`src/lsl_pkg.sv`:
```
package lsl_pkg;
    // Operating modes of one look-up table
    typedef enum logic [1:0] {
        LSL_LUT_LOGIC,
        LSL_LUT_RAM,
        LSL_LUT_SHIFT
    } lsl_lut_mode_t;

    localparam int LSL_LUT_INPUTS = 4;
    localparam int LSL_LUT_DEPTH  = 16;
    localparam logic [LSL_LUT_DEPTH-1:0] LSL_LUT_RESET = 16'h0000;

    // Storage element values under rst_i
    localparam logic LSL_STORE_RESET = 1'b0;
    localparam logic LSL_PEND_RESET  = 1'b1;
    localparam logic LSL_RUN_RESET   = 1'b0;

    // Bit positions in the control polarity vector
    localparam int LSL_POL_CE   = 0;
    localparam int LSL_POL_SR   = 1;
    localparam int LSL_POL_GATE = 2;
    localparam int LSL_POL_BX   = 3;
    localparam int LSL_POL_BY   = 4;
    localparam int LSL_POL_W    = 5;
endpackage

```
`src/lsl_lut.sv`:
```
module lsl_lut
    import lsl_pkg::*;
#(
    parameter int AW     = LSL_LUT_INPUTS,
    parameter bit MEM_OK = 1'b1
) (
    input  wire logic            ref_clk_i,
    input  wire logic            rst_i,
    input  wire logic            cfg_load_i,
    input  wire logic [2**AW-1:0] cfg_init_i,
    input  wire lsl_lut_mode_t   mode_i,
    input  wire logic [AW-1:0]   addr_i,
    input  wire logic            wr_en_i,
    input  wire logic            wr_data_i,
    input  wire logic            shift_en_i,
    input  wire logic            shift_in_i,
    output logic                 d_o,
    output logic                 shift_out_o
);
    localparam int DEPTH = 2**AW;

    typedef struct packed {
        logic [DEPTH-1:0] mem;
    } lsl_lut_state_t;

    lsl_lut_state_t s_q;
    lsl_lut_state_t s_d;

    ////////////////////////////////////////////////////////////////////
    // Contents change only by loading or in memory modes
    always_comb begin
        s_d = s_q;
        if (cfg_load_i) begin
            s_d.mem = cfg_init_i; // RULE22
        end else if (MEM_OK) begin
            case (mode_i)
                LSL_LUT_RAM: begin
                    if (wr_en_i) begin
                        s_d.mem[addr_i] = wr_data_i; // RULE17
                    end
                end
                LSL_LUT_SHIFT: begin
                    if (shift_en_i) begin
                        s_d.mem = {s_q.mem[DEPTH-2:0], shift_in_i}; // RULE17
                    end
                end
                default: begin
                end
            endcase
        end
    end

    always_ff @(posedge ref_clk_i or posedge rst_i) begin
        if (rst_i) begin
            s_q.mem <= LSL_LUT_RESET[DEPTH-1:0];
        end else begin
            s_q <= s_d;
        end
    end

    // Any function of the inputs is a table read
    assign d_o         = s_q.mem[addr_i]; // RULE1
    assign shift_out_o = s_q.mem[DEPTH-1];
endmodule

```
`src/lsl_store.sv`:
```
module lsl_store
    import lsl_pkg::*;
(
    input  wire logic ref_clk_i,
    input  wire logic rst_i,
    input  wire logic d_i,
    input  wire logic ce_i,
    input  wire logic gate_i,
    input  wire logic sr_i,
    input  wire logic rev_i,
    input  wire logic latch_mode_i,
    input  wire logic sr_async_i,
    input  wire logic sr_high_i,
    input  wire logic init_high_i,
    input  wire logic gsr_i,
    output logic      q_o
);
    typedef struct packed {
        logic q;
        logic pend;
    } lsl_store_state_t;

    lsl_store_state_t s_q;
    lsl_store_state_t s_d;
    logic             force_lo;
    logic             force_hi;
    logic             transp;

    ////////////////////////////////////////////////////////////////////
    // Reset side of the pair dominates
    assign force_lo = (sr_i & ~sr_high_i) | (rev_i & sr_high_i); // RULE19
    assign force_hi = (sr_i & sr_high_i) | (rev_i & ~sr_high_i); // RULE14
    assign transp   = gate_i & ce_i;

    always_comb begin
        s_d      = s_q;
        s_d.pend = 1'b0;
        if (s_q.pend | gsr_i) begin
            s_d.q = init_high_i; // RULE21
        end else if (force_lo) begin
            s_d.q = 1'b0; // RULE10 RULE20
        end else if (force_hi) begin
            s_d.q = 1'b1; // RULE9
        end else if (latch_mode_i) begin
            s_d.q = transp ? d_i : s_q.q; // RULE8
        end else if (ce_i) begin
            s_d.q = d_i; // RULE7
        end
    end

    always_ff @(posedge ref_clk_i or posedge rst_i) begin
        if (rst_i) begin
            s_q.q    <= LSL_STORE_RESET;
            s_q.pend <= LSL_PEND_RESET;
        end else begin
            s_q <= s_d;
        end
    end

    // Latch and asynchronous forcing act without waiting for an edge
    always_comb begin
        if (s_q.pend) begin
            q_o = init_high_i;
        end else if (latch_mode_i) begin
            if (force_lo) begin
                q_o = 1'b0; // RULE12
            end else if (force_hi) begin
                q_o = 1'b1; // RULE11
            end else begin
                q_o = transp ? d_i : s_q.q; // RULE5
            end
        end else if (sr_async_i & force_lo) begin
            q_o = 1'b0; // RULE12
        end else if (sr_async_i & force_hi) begin
            q_o = 1'b1; // RULE11
        end else begin
            q_o = s_q.q;
        end
    end
endmodule

```
`src/lsl_slice.sv`:
```
// How it works
// RULE1: two four-input tables, each any Boolean function of its inputs
// RULE2: table output feeds wide mux, carry, slice output or storage
// RULE3: lower wide mux picks between the two tables of this slice
// RULE4: upper wide mux picks between two wide results fed from outside
// RULE5: each storage element is a flip-flop or a transparent latch
// RULE6: storage data is the combinational output or the bypass input
// RULE7: flip-flop loads on edge with enable high, set and reset low
// RULE8: latch follows while gate and enable high, holds otherwise
// RULE9: synchronous set lifts a flip-flop at the edge, a latch at once
// RULE10: synchronous reset beats synchronous set, output goes low
// RULE11: asynchronous preset forces high immediately, in flip-flop and latch mode
// RULE12: asynchronous clear beats preset, output forced low
// RULE13: one shared set/reset acts as reset, set, clear or preset
// RULE14: opposite-state input forces the other state, same sync mode
// RULE15: clock, enable, set and reset are common to both elements
// RULE16: every storage control has selectable polarity, active high default; the clock has no polarity setting here
// RULE17: memory-capable tables also work as memory or 16-bit shifter
// RULE18: carry gates and muxes also serve as general wide logic
// RULE19: shared set/reset forces the per-element high or low target
// RULE20: with set/reset and opposite-state both active, reset wins
// RULE21: after global set/reset each element takes its initial value
// RULE22: table contents load by configuration, constant in logic mode
module lsl_slice
    import lsl_pkg::*;
#(
    parameter bit MEMORY_CAPABLE_SLICE = 1'b1
) (
    input  wire logic                      ref_clk_i,
    input  wire logic                      rst_i,
    input  wire logic                      cfg_load_i,
    input  wire logic [LSL_LUT_DEPTH-1:0]  cfg_init_lower_i,
    input  wire logic [LSL_LUT_DEPTH-1:0]  cfg_init_upper_i,
    input  wire lsl_lut_mode_t             cfg_lut_mode_i,
    input  wire logic [LSL_POL_W-1:0]      cfg_pol_inv_i,
    input  wire logic                      cfg_latch_mode_i,
    input  wire logic                      cfg_sr_async_i,
    input  wire logic                      cfg_rev_en_i,
    input  wire logic                      cfg_d_bypass_lower_i,
    input  wire logic                      cfg_d_bypass_upper_i,
    input  wire logic                      cfg_arith_lower_i,
    input  wire logic                      cfg_arith_upper_i,
    input  wire logic                      cfg_and_di_lower_i,
    input  wire logic                      cfg_and_di_upper_i,
    input  wire logic                      set_reset_high_lower_i,
    input  wire logic                      set_reset_high_upper_i,
    input  wire logic                      initial_high_lower_i,
    input  wire logic                      initial_high_upper_i,
    input  wire logic [LSL_LUT_INPUTS-1:0] lut_logic_inputs_lower_i,
    input  wire logic [LSL_LUT_INPUTS-1:0] lut_logic_inputs_upper_i,
    input  wire logic                      bypass_lower_in_i,
    input  wire logic                      bypass_upper_in_i,
    input  wire logic                      wide_in_a_i,
    input  wire logic                      wide_in_b_i,
    input  wire logic                      carry_in_i,
    input  wire logic                      clk_en_i,
    input  wire logic                      latch_gate_i,
    input  wire logic                      shared_set_reset_in_i,
    input  wire logic                      shift_in_i,
    input  wire logic                      global_set_reset_i,
    output logic                           comb_lower_o,
    output logic                           comb_upper_o,
    output logic                           wide_mux_lower_o,
    output logic                           wide_mux_upper_o,
    output logic                           carry_out_o,
    output logic                           storage_lower_o,
    output logic                           storage_upper_o,
    output logic                           shift_out_o
);
    typedef struct packed {
        logic run;
    } lsl_slice_state_t;

    lsl_slice_state_t s_q;
    lsl_slice_state_t s_d;

    logic          ce;
    logic          sr;
    logic          gate;
    logic          bx;
    logic          by;
    logic          opposite_state_in;
    logic          lut_lower;
    logic          lut_upper;
    logic          srl_lower;
    logic          srl_upper;
    logic          carry_mid;
    logic          sum_lower;
    logic          sum_upper;
    logic          di_lower;
    logic          di_upper;
    logic          d_lower;
    logic          d_upper;
    lsl_lut_mode_t mode;

    ////////////////////////////////////////////////////////////////////
    // Control polarity, one setting per shared control
    assign ce   = clk_en_i ^ cfg_pol_inv_i[LSL_POL_CE]; // RULE16
    assign sr   = shared_set_reset_in_i ^ cfg_pol_inv_i[LSL_POL_SR]; // RULE16
    assign gate = latch_gate_i ^ cfg_pol_inv_i[LSL_POL_GATE]; // RULE16
    assign bx   = bypass_lower_in_i ^ cfg_pol_inv_i[LSL_POL_BX]; // RULE16
    assign by   = bypass_upper_in_i ^ cfg_pol_inv_i[LSL_POL_BY]; // RULE16
    // Upper bypass doubles as the opposite-state control
    assign opposite_state_in  = cfg_rev_en_i & by; // RULE14

    // A slice without memory keeps its tables in logic mode
    assign mode = MEMORY_CAPABLE_SLICE ? cfg_lut_mode_i : LSL_LUT_LOGIC;

    ////////////////////////////////////////////////////////////////////
    // Look-up tables; memory writes share the set/reset line
    lsl_lut #(
        .AW     (LSL_LUT_INPUTS),
        .MEM_OK (MEMORY_CAPABLE_SLICE)
    ) u_lut_lower (
        .ref_clk_i   (ref_clk_i),
        .rst_i       (rst_i),
        .cfg_load_i  (cfg_load_i),
        .cfg_init_i  (cfg_init_lower_i),
        .mode_i      (mode),
        .addr_i      (lut_logic_inputs_lower_i),
        .wr_en_i     (sr),
        .wr_data_i   (bx),
        .shift_en_i  (ce),
        .shift_in_i  (srl_upper),
        .d_o         (lut_lower),
        .shift_out_o (srl_lower)
    );

    lsl_lut #(
        .AW     (LSL_LUT_INPUTS),
        .MEM_OK (MEMORY_CAPABLE_SLICE)
    ) u_lut_upper (
        .ref_clk_i   (ref_clk_i),
        .rst_i       (rst_i),
        .cfg_load_i  (cfg_load_i),
        .cfg_init_i  (cfg_init_upper_i),
        .mode_i      (mode),
        .addr_i      (lut_logic_inputs_upper_i),
        .wr_en_i     (sr),
        .wr_data_i   (by),
        .shift_en_i  (ce),
        .shift_in_i  (shift_in_i),
        .d_o         (lut_upper),
        .shift_out_o (srl_upper)
    );

    assign shift_out_o = srl_lower;

    ////////////////////////////////////////////////////////////////////
    // Wide multiplexers
    assign wide_mux_lower_o = bx ? lut_upper : lut_lower; // RULE3
    assign wide_mux_upper_o = by ? wide_in_b_i : wide_in_a_i; // RULE4

    ////////////////////////////////////////////////////////////////////
    // Carry and arithmetic; the AND gate gives a spare wide function
    assign di_lower  = cfg_and_di_lower_i ?
                       (lut_logic_inputs_lower_i[0] &
                        lut_logic_inputs_lower_i[1]) : bx; // RULE18
    assign di_upper  = cfg_and_di_upper_i ?
                       (lut_logic_inputs_upper_i[0] &
                        lut_logic_inputs_upper_i[1]) : by; // RULE18
    assign carry_mid   = lut_lower ? carry_in_i : di_lower; // RULE2
    assign carry_out_o = lut_upper ? carry_mid : di_upper; // RULE2
    assign sum_lower   = lut_lower ^ carry_in_i; // RULE2
    assign sum_upper   = lut_upper ^ carry_mid; // RULE2

    assign comb_lower_o = cfg_arith_lower_i ? sum_lower : lut_lower; // RULE2
    assign comb_upper_o = cfg_arith_upper_i ? sum_upper : lut_upper; // RULE2

    ////////////////////////////////////////////////////////////////////
    // Storage elements on common controls
    assign d_lower = cfg_d_bypass_lower_i ? bx : comb_lower_o; // RULE6
    assign d_upper = cfg_d_bypass_upper_i ? by : comb_upper_o; // RULE6

    // Shared set/reset role follows the target and the sync setting
    lsl_store u_storage_lower (
        .ref_clk_i    (ref_clk_i),
        .rst_i        (rst_i),
        .d_i          (d_lower),
        .ce_i         (ce), // RULE15
        .gate_i       (gate),
        .sr_i         (sr), // RULE13
        .rev_i        (opposite_state_in),
        .latch_mode_i (cfg_latch_mode_i),
        .sr_async_i   (cfg_sr_async_i),
        .sr_high_i    (set_reset_high_lower_i),
        .init_high_i  (initial_high_lower_i),
        .gsr_i        (global_set_reset_i),
        .q_o          (storage_lower_o)
    );

    lsl_store u_storage_upper (
        .ref_clk_i    (ref_clk_i),
        .rst_i        (rst_i),
        .d_i          (d_upper),
        .ce_i         (ce), // RULE15
        .gate_i       (gate),
        .sr_i         (sr), // RULE13
        .rev_i        (opposite_state_in),
        .latch_mode_i (cfg_latch_mode_i),
        .sr_async_i   (cfg_sr_async_i),
        .sr_high_i    (set_reset_high_upper_i),
        .init_high_i  (initial_high_upper_i),
        .gsr_i        (global_set_reset_i),
        .q_o          (storage_upper_o)
    );

    ////////////////////////////////////////////////////////////////////
    // Marks the end of the initial-value cycle after reset
    always_comb begin
        s_d     = s_q;
        s_d.run = 1'b1;
    end

    always_ff @(posedge ref_clk_i or posedge rst_i) begin
        if (rst_i) begin
            s_q.run <= LSL_RUN_RESET;
        end else begin
            s_q <= s_d;
        end
    end

    ////////////////////////////////////////////////////////////////////
    // Checks
    a_ff_capture: // RULE7
    assert property (@(posedge ref_clk_i) disable iff (rst_i)
        s_q.run
        && !cfg_latch_mode_i
        && !cfg_sr_async_i
        && ce
        && !sr
        && !opposite_state_in
        && !global_set_reset_i
        |=> storage_lower_o == $past(d_lower))
    else $error("lower flip-flop missed its data");

    a_ff_hold: // RULE7
    assert property (@(posedge ref_clk_i) disable iff (rst_i)
        s_q.run
        && !cfg_latch_mode_i
        && !cfg_sr_async_i
        && !ce
        && !sr
        && !opposite_state_in
        && !global_set_reset_i
        |=> $stable(storage_upper_o))
    else $error("upper flip-flop changed without enable");

    a_sync_set: // RULE9
    assert property (@(posedge ref_clk_i) disable iff (rst_i)
        s_q.run
        && !cfg_latch_mode_i
        && !cfg_sr_async_i
        && sr
        && !opposite_state_in
        && set_reset_high_lower_i
        && !global_set_reset_i
        |-> ##1 storage_lower_o)
    else $error("synchronous set did not raise output");

    a_reset_wins: // RULE10
    assert property (@(posedge ref_clk_i) disable iff (rst_i)
        s_q.run
        && !cfg_latch_mode_i
        && !cfg_sr_async_i
        && sr
        && opposite_state_in
        && !global_set_reset_i
        |=> !storage_lower_o && !storage_upper_o)
    else $error("reset did not dominate set");

    a_async_preset: // RULE11
    assert property (@(posedge ref_clk_i) disable iff (rst_i)
        s_q.run
        && cfg_sr_async_i
        && sr
        && !opposite_state_in
        && set_reset_high_lower_i
        |-> storage_lower_o)
    else $error("preset did not force output high");

    a_async_clear: // RULE12
    assert property (@(posedge ref_clk_i) disable iff (rst_i)
        s_q.run
        && cfg_sr_async_i
        && sr
        && opposite_state_in
        |-> !storage_lower_o && !storage_upper_o)
    else $error("clear did not beat preset");

    a_latch_follow: // RULE8
    assert property (@(posedge ref_clk_i) disable iff (rst_i)
        s_q.run
        && cfg_latch_mode_i
        && gate
        && ce
        && !sr
        && !opposite_state_in
        |-> storage_lower_o == d_lower)
    else $error("open latch did not follow data");

    a_latch_hold: // RULE8
    assert property (@(posedge ref_clk_i) disable iff (rst_i)
        s_q.run
        && cfg_latch_mode_i
        && !global_set_reset_i
        ##1 cfg_latch_mode_i
        && !(gate && ce)
        && !sr
        && !opposite_state_in
        |-> storage_upper_o == $past(storage_upper_o))
    else $error("closed latch did not hold");

    a_gsr_init: // RULE21
    assert property (@(posedge ref_clk_i) disable iff (rst_i)
        global_set_reset_i
        && !cfg_latch_mode_i
        && !cfg_sr_async_i
        |=> storage_lower_o == $past(initial_high_lower_i))
    else $error("global set/reset missed initial value");

    a_wide_lower: // RULE3
    assert property (@(posedge ref_clk_i) disable iff (rst_i)
        wide_mux_lower_o
        == (bx ? lut_upper : lut_lower))
    else $error("lower wide mux picked wrong table");

    a_carry_prop: // RULE2
    assert property (@(posedge ref_clk_i) disable iff (rst_i)
        lut_lower
        && lut_upper
        |-> carry_out_o == carry_in_i)
    else $error("carry did not propagate");

    a_lut_const: // RULE22
    assert property (@(posedge ref_clk_i) disable iff (rst_i)
        mode == LSL_LUT_LOGIC
        && !cfg_load_i
        ##1 $stable(lut_logic_inputs_lower_i)
        |-> $stable(lut_lower))
    else $error("table changed in logic mode");

    a_srl_shift: // RULE17
    assert property (@(posedge ref_clk_i) disable iff (rst_i)
        MEMORY_CAPABLE_SLICE
        && cfg_lut_mode_i == LSL_LUT_SHIFT
        && ce
        && !cfg_load_i
        |=> srl_upper == $past(u_lut_upper.s_q.mem[LSL_LUT_DEPTH-2]))
    else $error("shift register did not advance");
endmodule

```
`config.mk`:
```
export PLATFORM = sky130hd
export DESIGN_NAME = lsl_slice
export DESIGN_NICKNAME = d
export VERILOG_FILES = /design/src/lsl_pkg.sv /design/src/lsl_lut.sv /design/src/lsl_store.sv /design/src/lsl_slice.sv
export SDC_FILE = /design/constraint.sdc
export NUM_CORES = 1
export LEC_CHECK = 0
export ABC_AREA = 1
export BUFFER_PORTS_ARGS = -buffer_cell sky130_fd_sc_hd__buf_2
export CAP_MARGIN = 10
export CELL_PAD_IN_SITES_DETAIL_PLACEMENT = 1
export CELL_PAD_IN_SITES_GLOBAL_PLACEMENT = 1
export CORE_MARGIN = 3
export CORE_UTILIZATION = 34
export DETAILED_ROUTE_END_ITERATION = 16
export PLACE_DENSITY_LB_ADDON = 0.2
export SKIP_CTS_REPAIR_TIMING = 1
export SLEW_MARGIN = 20
export SYNTH_ARGS = -nofsm -noshare
export SYNTH_HDL_FRONTEND = slang
export SYNTH_HIERARCHICAL = 1
export SYNTH_SLANG_ARGS = --single-unit
```
`constraint.sdc`:
```
create_clock -name ref_clk_i -period 2.7 [get_ports ref_clk_i]
set_input_delay 0.405 -clock ref_clk_i [delete_from_list [all_inputs] [get_ports ref_clk_i]]
set_output_delay 0.405 -clock ref_clk_i [all_outputs]
set_load 0.01 [all_outputs]
```
# == Word level (Yosys, flattened, before mapping) ==
# Index checks and enable logic that the tools add are counted.
# Widths: inputs -> output; s select.
# word_totals
reg_bits,35
latchBits,0
ram_bits,0
mem_bits_ro,0
input_bits,73
output_inout_bits,8
wordCells,101
memories,0
# op_classes
add_sub_neg,0
n_mul,0
n_div,0
magnitude_cmp,4
eq_ne,4
shifts,0
n_mux,52
n_bitwise,30
reduce_logical,6
# ops
cell,n
$mux 16,6
$pmux 16 s2,2
$mux 1,38
$bwmux 16,2
$and 1x1->1,16
$lt 4x5->1 const B,2
$reduce_bool 5->1,2
$bmux 1 s4,2
$demux 1 s4,2
$ge 4x1->1 const B,2
$xor 1x1->1,7
$ne 3x2->1 const B,2
$or 1x1->1,5
$reduce_and 3->1,1
$reduce_bool 3->1,1
$eq 2x1->1 const B,1
$eq 2x2->1 const B,1
$logic_and 1x1->1,2
$not 1->1,2

# == Logic depth before layout (Yosys ltp) ==
# Gate-level depths: netlist of the first run.
# logic_depth
word_depth,11
ltp_mapped,26
ltp_nobuf,26

# == Modules after synthesis ==
# The synthesis of the first run kept the hierarchy.
# modules_own_cells
module,n_inst,cells_each,area_each_um2,seq_area_each_um2
lsl_lut (u_lut_lower),1,302,1670.4,400.4
lsl_lut (u_lut_upper),1,312,1640.3,400.4
lsl_store,2,45,225.2,51.3
lsl_slice,1,50,242.7,0.0

# == Worst setup path after synthesis of the first run ==
# No wires, ideal clock.
# synth_path
kind,input to output
startpoint,input lut_logic_inputs_lower_i[1]
endpoint,output storage_upper_o
arrival_ns,2.500
t_required_ns,2.295
slack_ns,-0.205
cell_stages,24
path_buffers,1
path_cell_list,buf_4 -> inv_1 -> nand2_1 -> nand2_1 -> nand2_1 -> nand2_1 -> inv_1 -> nand2_1 -> inv_2 -> or2_4 -> a21boi_0 -> ha_1 -> nand2_1 -> o21ai_2 -> nor2_1 -> a21oi_1 -> inv_1 -> nand3_1 -> nand2_1 -> nand2_1 -> nand2_1 -> nand2_1 -> nor2_1 -> nor2_1
# synth_between
elab_chain_len,11
word_cells_on_any_way,13
cone_classes,mux (11); bitwise (2)
# synth_lines
item,line,rtl
start: declaration,lsl_slice.sv:49,"input wire logic [LSL_LUT_INPUTS-1:0] lut_logic_inputs_lower_i,"
$bmux 1 s4,lsl_lut.sv:62,assign d_o = s_q.mem[addr_i];
$mux 1 (implied by the code),lsl_lut.sv:62,
net lut_lower,lsl_slice.sv:83,logic lut_lower;
$mux 1,lsl_slice.sv:162,assign carry_mid = lut_lower ? carry_in_i : di_lower;
$xor 1x1->1,lsl_slice.sv:165,assign sum_upper = lut_upper ^ carry_mid;
$mux 1,lsl_slice.sv:168,assign comb_upper_o = cfg_arith_upper_i ? sum_upper : lut_upper;
net comb_upper_o,lsl_slice.sv:62,"output logic comb_upper_o,"
$mux 1,lsl_slice.sv:173,assign d_upper = cfg_d_bypass_upper_i ? by : comb_upper_o;
net d_upper,lsl_slice.sv:93,logic d_upper;
$mux 1,--,
$mux 1,lsl_store.sv:67,end else if (force_hi) begin
$mux 1,lsl_store.sv:65,if (force_lo) begin
$mux 1,lsl_store.sv:64,end else if (latch_mode_i) begin
$mux 1,lsl_store.sv:62,if (s_q.pend) begin
end: declaration,lsl_slice.sv:67,"output logic storage_upper_o,"
# The timed path passes the listed nets, and every way through them passes these cells. The select of a mux whose other input is x is not followed.

# == Worst setup path after layout of the first run ==
# layout_path
startpoint,register u_lut_lower/s_q[13] in the netlist's numbering
endpoint,output storage_upper_o
# layout_between
elab_chain_len,11
# layout_lines
item,line,rtl
start: declaration,lsl_lut.sv:26,lsl_lut_state_t s_q;
$bmux 1 s4,lsl_lut.sv:62,
$mux 1 (implied by the code),lsl_lut.sv:62,
net lut_lower,lsl_slice.sv:83,
$mux 1,lsl_slice.sv:162,
$xor 1x1->1,lsl_slice.sv:165,
$mux 1,lsl_slice.sv:168,
$mux 1,lsl_slice.sv:173,
net d_upper,lsl_slice.sv:93,
$mux 1,--,
$mux 1,lsl_store.sv:67,
$mux 1,lsl_store.sv:65,
$mux 1,lsl_store.sv:64,
$mux 1,lsl_store.sv:62,
# The timed path passes the listed nets, and every way through them passes these cells. The select of a mux whose other input is x is not followed.

==> results of run 1 <==
## state kept, by name (all words and copies together), names as in the netlist
register	cells
u_lut_lower/s_q	16
u_storage_upper/s_q	2
u_storage_lower/s_q	2
u_lut_upper/s_q	16
## power by group through the flow
stage | registers (mW) | clock network (mW) | logic [mW]
finish | 0.702 | 0.591 | 0.867
global route | 0.710 | 0.629 | 0.985
CTS | 0.702 | 0.603 | 0.831
detailed placement | 0.709 | 0 | 0.824
global placement | 0.709 | 0 | 0.787
floorplan | 0.688 | 0 | 0.514
## placed cells by master (no fill, tap or decap), types with 2 or more instances in the layout
cell type,count
or2_1,5
clkinv_2,2
nand2_2,16
nand3_2,4
nor2_2,6
a21oi_2,3
inv_2,18
inv_1,88
nand4_1,6
a21oi_1,3
a21boi_4,2
nand2_1,388
dfstp_2,2
buf_4,51
or2_2,29
nor2_1,48
dfrtp_1,34
nand2_4,2
inv_4,2
conb_1,2
o21ai_0,16
xor2_1,3
o21ai_1,11
clkbuf_16,5
buf_2,79
clkbuf_1,2
nand3_1,38
## how the worst max path moves through the flow
stage               depth (start not counted)  slack, ns              end
finish                                     25      -0.61  storage_upper_o
global route                               27      -0.83  storage_upper_o
CTS                                        27      -0.68  storage_upper_o
detailed placement                         27      -0.66  storage_upper_o
global placement                           27      -0.47  storage_upper_o
floorplan                                  25      -0.08  storage_upper_o
## final cells by class
cell class / instances / share of cell area [%]
Clock buffer: 7 / 2.65
Clock inverter: 1 / 0.0999
Inverter: 109 / 8.37
Multi-Input combinational cell: 588 / 51.5
Sequential cell: 36 / 18.0
Tap cell: 140 / 3.50
Timing Repair Buffer: 131 / 15.8
Timing Repair inverter: 1 / 0.0999
## critical path: cells and delay by family, from the launching register on
family	cells	cell delay, ns
AO/OA/AOI/OAI	3	0.25
adder cells (fa/ha/maj)	1	0.30
buffers and inverters	4	0.30
AND/OR/NAND/NOR	17	1.38
flip-flops	1	0.38
## kinds of logic (layout without fill, tap and decap cells)
logic type	after synthesis	after routing	share of synthesized area [%]
adders and majority gates	1	1	0.312
DFF	36	36	22.6
AOI/OAI and AO/OA	37	37	5.66
buffers and inverters	130	249	13.7
xor gates and xnor gates	3	3	0.656
and+or+nand+nor	545	545	56.9
other	2	2	0.188
## layer usage
metal / share of wire, % / track usage, % / vias up
met5: 0 / 0 / -
met4: 2.2 / 6.25 / 0
met3: 3.6 / 2.85 / 25
met2: 52 / 40.9 / 93
met1: 42 / 26.4 / 2347
li1: - / - / 2472
## through the flow
step / std cells / hold WS [ns] / setup WS [ns] / utilization (%) / total power [mW]
after global routing: 1013 / 0.0155 / -0.831 / 44.8 / 2.32
after global placement: 996 / 0.307 / -0.473 / 42.7 / 1.50
after detailed placement: 996 / 0.313 / -0.664 / 42.7 / 1.53
final: 1013 / 0.0115 / -0.610 / 44.8 / 2.16
after CTS: 1004 / 0.0120 / -0.682 / 44.0 / 2.14
after floorplan: 754 / 0.145 / -0.0761 / - / 1.20
==> flow_metrics.tcl, run 1 <==
set metrics [dict create \
    status "complete, but fails checks" \
    violations "setup timing" \
    syn-num-nets 828 \
    dieArea_sq_um 13100 \
    path_common_cell "nand2_1" \
    grtUsageTotal_pct 22.1 \
    synth_ff_type "dfrtp_1" \
    regArea_sq_um 903 \
    grt_pass1_vias 5098 \
    worstMarginPinSlew_ns 0.788 \
    detail-route-antenna-nets 0 \
    swShare_pct 38.5 \
    grt_pass1_wl_microns 23600 \
    io_pins 81 \
    start_util_pct 35.8 \
    cts-root-buf "clkbuf_16" \
    dr.pass1.iters 4 \
    viasPerCell 4.87 \
    internal_power_mw 1.33 \
    setup_violations 2 \
    synth_top_area_share_pct 36.6 \
    layout-drive-gt1-share_pct 25.9 \
    avgRoutedWirePerCell_microns 14.4 \
    stdcell_area_sq_um 5010 \
    synthTopCellsByCount "nand2_1 (390), inv_1 (89), nor2_1 (51)" \
    cts.clk_slew.worst_paths_ns 0.06 \
    seqPwrFrac_pct 32.5 \
    synth_seq_cells 36 \
    fin_ws_ns -0.610 \
    row_count 38 \
    max_stage_delay_ns 0.38 \
    rrSetupSlack_ns 0.16 \
    ys_async_sr_fraction_pct 100 \
    slew_headroom_pct 47.4 \
    crit_fanout 4 \
    synth_edf_count 0 \
    fin_skew_ns 0.00959 \
    netlist_instances 754 \
    cts_sinks 36 \
    htree_num_levels 2 \
    period_needed_ns 3.31 \
    synth_area_sq_um 4000 \
    start_kind "flop" \
    clk_latency_ns 0.29 \
    ir_worst_vdd_mv 0.218 \
    hold_path_class "in2async" \
    cp-startpoint "u_lut_lower/s_q[13]$_DFFE_PP0P_" \
    reg2reg_depth 23 \
    wirelength_microns 14600 \
    clockBufferDepth 2 \
    p_switching_uw 832 \
    max_freq_mhz 302 \
    end_kind "output port" \
    maxCapViolations 0 \
    synth_cell_types 33 \
    regToRegStartpoint "u_lut_lower/s_q[13]$_DFFE_PP0P_" \
    synth.most_common_cell "nand2_1" \
    dpl_cell_area_sq_um 4780 \
    drv_slew 0 \
    yosysTopAreaCell "nand2_1" \
    ys_warn_count 6 \
    cp.required_ns 2.30 \
    diodes 0 \
    final_nets 946 \
    rsz0062_at_grt "true" \
    antenna_found_initial 0 \
    p_comb_share_pct 40.1 \
    via_count 4937 \
    port_buffers 80 \
    grt-ovfl-total 0 \
    final.setup.tns_ns -0.677 \
    dpl.hpwl_microns 11100 \
    crit_arrival_ns 2.90 \
    area_growth_pct 25.1 \
    power.leakage_nw 3.10 \
    cts_tree "done" \
    hold_violations 0 \
    fp.coreArea_sq_um 11200 \
    first_iter_violations 184 \
    avgSynthCellArea_sq_um 5.31 \
    drcViolationCount 0 \
    r2r-end "u_storage_upper/s_q[1]$_DFFE_PP0P_" \
    cpMaxStageDelayCell "dfrtp_1" \
    critPathKind "reg2out" \
    period_share_pct 123 \
    power.share.clock_pct 27.4 \
    grt_start_max_net_pins 35 \
    ys_seq_area_share_pct 22.6 \
    synth.area.top_cells "nand2_1 (37%), dfrtp_1 (21%), inv_1 (8.3%), nand3_1 (4.9%), nor2_1 (4.8%)" \
    cts_buffers 5 \
    fp.dieH_microns 115 \
    power-per-cell-area_nw_per_um2 431 \
    multi_input_area_sq_um 2580 \
    fp.dieW_microns 115 \
    globalplace.congestion 0.988 \
    nFillCells 1616 \
]
Power figures use the tool's default switching activity.
==> run 2: changes to the inputs <==
CTS_BUF_LIST = sky130_fd_sc_hd__clkbuf_4   (was default)
REMOVE_ABC_BUFFERS = 1   (was default)
==> run 2 against run 1 <==
The run still ends with setup timing left. Non-clock buffer count grew 2. Sequential share of layout area shrank 0.094 points. Sequential cell count is the same. Clock power grew 5.1%. Cell count grew 0.39%. Register-to-register slack lost 0.06 ns. Utilization grew 0.24 points. First-iteration DRC count shrank 8.2%. Clock skew shrank 0.0016 ns. Count of clock-buffer cells in the layout shrank 2. Routed wire length grew 0.93%. Critical path type unchanged. Largest power group unchanged.
==> flow_metrics.tcl, run 2 (synthesis gave the netlist of run 1 again) <==
set metrics [dict create \
    status "complete, but fails checks" \
    violations "setup timing" \
    reg_top3 "u_lut_lower/s_q (16), u_lut_upper/s_q (16)" \
    p_switching_uw 828 \
    grt_start_max_net_pins 34 \
    row_count 38 \
    critPathKind "reg2out" \
    cts_tree "done" \
    avgRoutedWirePerCell_microns 14.4 \
    cts.clk_slew.worst_paths_ns 0.13 \
    drv_slew 0 \
    cp-startpoint "u_lut_lower/s_q[15]$_DFFE_PP0P_" \
    grt-ovfl-total 0 \
    min_to "u_storage_lower/s_q[1]$_DFFE_PP0P_" \
    port_buffers 80 \
    antenna_found_initial 1 \
    fin_util_pct 45.1 \
    fp.dieW_microns 115 \
    period_needed_ns 3.39 \
    slew_headroom_pct 46.9 \
    setup_violations 3 \
    reg2reg_depth 23 \
    final.setup.tns_ns -1.19 \
    nFillCells 1641 \
    hold_path_class "in2reg" \
    max_freq_mhz 295 \
    io_pins 81 \
    rrSetupSlack_ns 0.10 \
    seqPwrFrac_pct 31.4 \
    power.leakage_nw 3.12 \
    ir_worst_vdd_mv 0.269 \
    clk_latency_ns 0.41 \
    crit_fanout 3 \
    grt_pass1_vias 5179 \
    area_growth_pct 25.8 \
    end_kind "output port" \
    cts_buffers 5 \
    regToRegStartpoint "u_lut_lower/s_q[15]$_DFFE_PP0P_" \
    period_share_pct 126 \
    fin_ws_ns -0.689 \
    r2r-end "u_storage_upper/s_q[1]$_DFFE_PP0P_" \
    holdCritStartpoint "initial_high_lower_i" \
    htree_num_levels 2 \
    final_nets 947 \
    dpl.hpwl_microns 11200 \
    swShare_pct 37.3 \
    dieArea_sq_um 13100 \
    rsz0062_at_grt "true" \
    wirelength_microns 14700 \
    p_comb_share_pct 40.5 \
    power-per-cell-area_nw_per_um2 440 \
    start_util_pct 35.8 \
    cp.required_ns 2.30 \
    fp.coreArea_sq_um 11200 \
    via_count 4849 \
    cts-root-buf "clkbuf_4" \
    globalplace.congestion 0.910 \
    clockBufferDepth 2 \
    internal_power_mw 1.39 \
    worstMarginPinSlew_ns 0.793 \
    maxCapViolations 0 \
    hold_violations 0 \
    grtUsageTotal_pct 22.8 \
    layout-drive-gt1-share_pct 26.1 \
    grt_pass1_wl_microns 24200 \
    first_iter_violations 169 \
    power.share.clock_pct 28.0 \
    layout_commonest_cell "nand2_1" \
    start_kind "flop" \
    fp.dieH_microns 115 \
    layout_common_cells "nand2_1 (386), inv_1 (88), buf_2 (78)" \
    fin_skew_ns 0.00797 \
    detail-route-antenna-nets 0 \
    viasPerCell 4.77 \
    hold_depth 3 \
    crit_arrival_ns 2.98 \
    dr.pass1.iters 4 \
    cts_sinks 36 \
    drcViolationCount 0 \
]
run 2: cell types whose count changed in the layout (fill, tap and decap cells not counted), sizes merged:
cell,previous run,this run
dlygate4sd3,0,1
buf,131,132
diode,0,3
clkinv,2,0
clkbuf,7,5
bufinv,0,3
run 2: worst max path at each step:
stage,end,cells past startpoint
after detailed placement,storage_upper_o,27
after global placement,storage_upper_o,27
after global routing,storage_upper_o,25
after CTS,storage_upper_o,25
after floorplan,storage_upper_o,21
final,storage_upper_o,25
run 2: final cells by class:
type | instances | area [sq um] | share of cell area, %
diodes | 3 | 7.51 | 0.149
clock buffers | 5 | 37.5 | 0.746
clock inverters | 3 | 90.1 | 1.79
inverters | 109 | 414 | 8.23
multi-input cells | 588 | 2580 | 51.3
flip-flops and latches | 36 | 903 | 17.9
well taps | 140 | 175 | 3.48
repair buffers | 133 | 826 | 16.4
run 2: layer usage:
metal	up-vias	global-route usage (%)	part of all wire, %
li1	2478	-	-
met2	71	43.4	54
met4	0	6.25	1.3
met3	14	2.96	2.9
met5	-	0	0
met1	2286	26.5	42
run 2: through the flow:
stage / cell area [sq um] / worst slack [ns] / hold slack (ns) / power (mW) / std cells
after floorplan: 3870 / -0.143 / 0.145 / 1.17 / 733
after global placement: 4790 / -0.498 / 0.315 / 1.51 / 997
after detailed placement: 4790 / -0.635 / 0.319 / 1.55 / 997
after CTS: 4910 / -0.721 / -0.136 / 2.19 / 1005
after global routing: 5030 / -0.951 / 0.256 / 2.39 / 1015
final: 5030 / -0.689 / 0.233 / 2.22 / 1017
run 2: worst max-delay path, cell delays in order (launching register included):
cell and delay, ns:
dfrtp_1 0.42, nand2_1 0.08, nand2_1 0.07, nand2_1 0.05
nand2_1 0.06, nand2_1 0.05, nand2_1 0.05, inv_1 0.04
nand2_2 0.07, inv_2 0.05, or2_4 0.22, a21boi_1 0.13
ha_1 0.28, nand2_1 0.08, o21ai_2 0.06, nor2_1 0.12
a21oi_2 0.05, inv_1 0.10, nand3_2 0.08, nand2_2 0.09
nand2_1 0.05, nand2_1 0.05, nand2_1 0.05, nor2_1 0.08
nor2_1 0.05, buf_2 0.13
run 2: power by group through the flow:
stage	clock, mW	sequential (mW)	combinational [mW]
floorplan	0	0.688	0.478
global placement	0	0.707	0.803
detailed placement	0	0.706	0.845
CTS	0.639	0.696	0.851
global route	0.659	0.708	1.02
finish	0.621	0.697	0.898
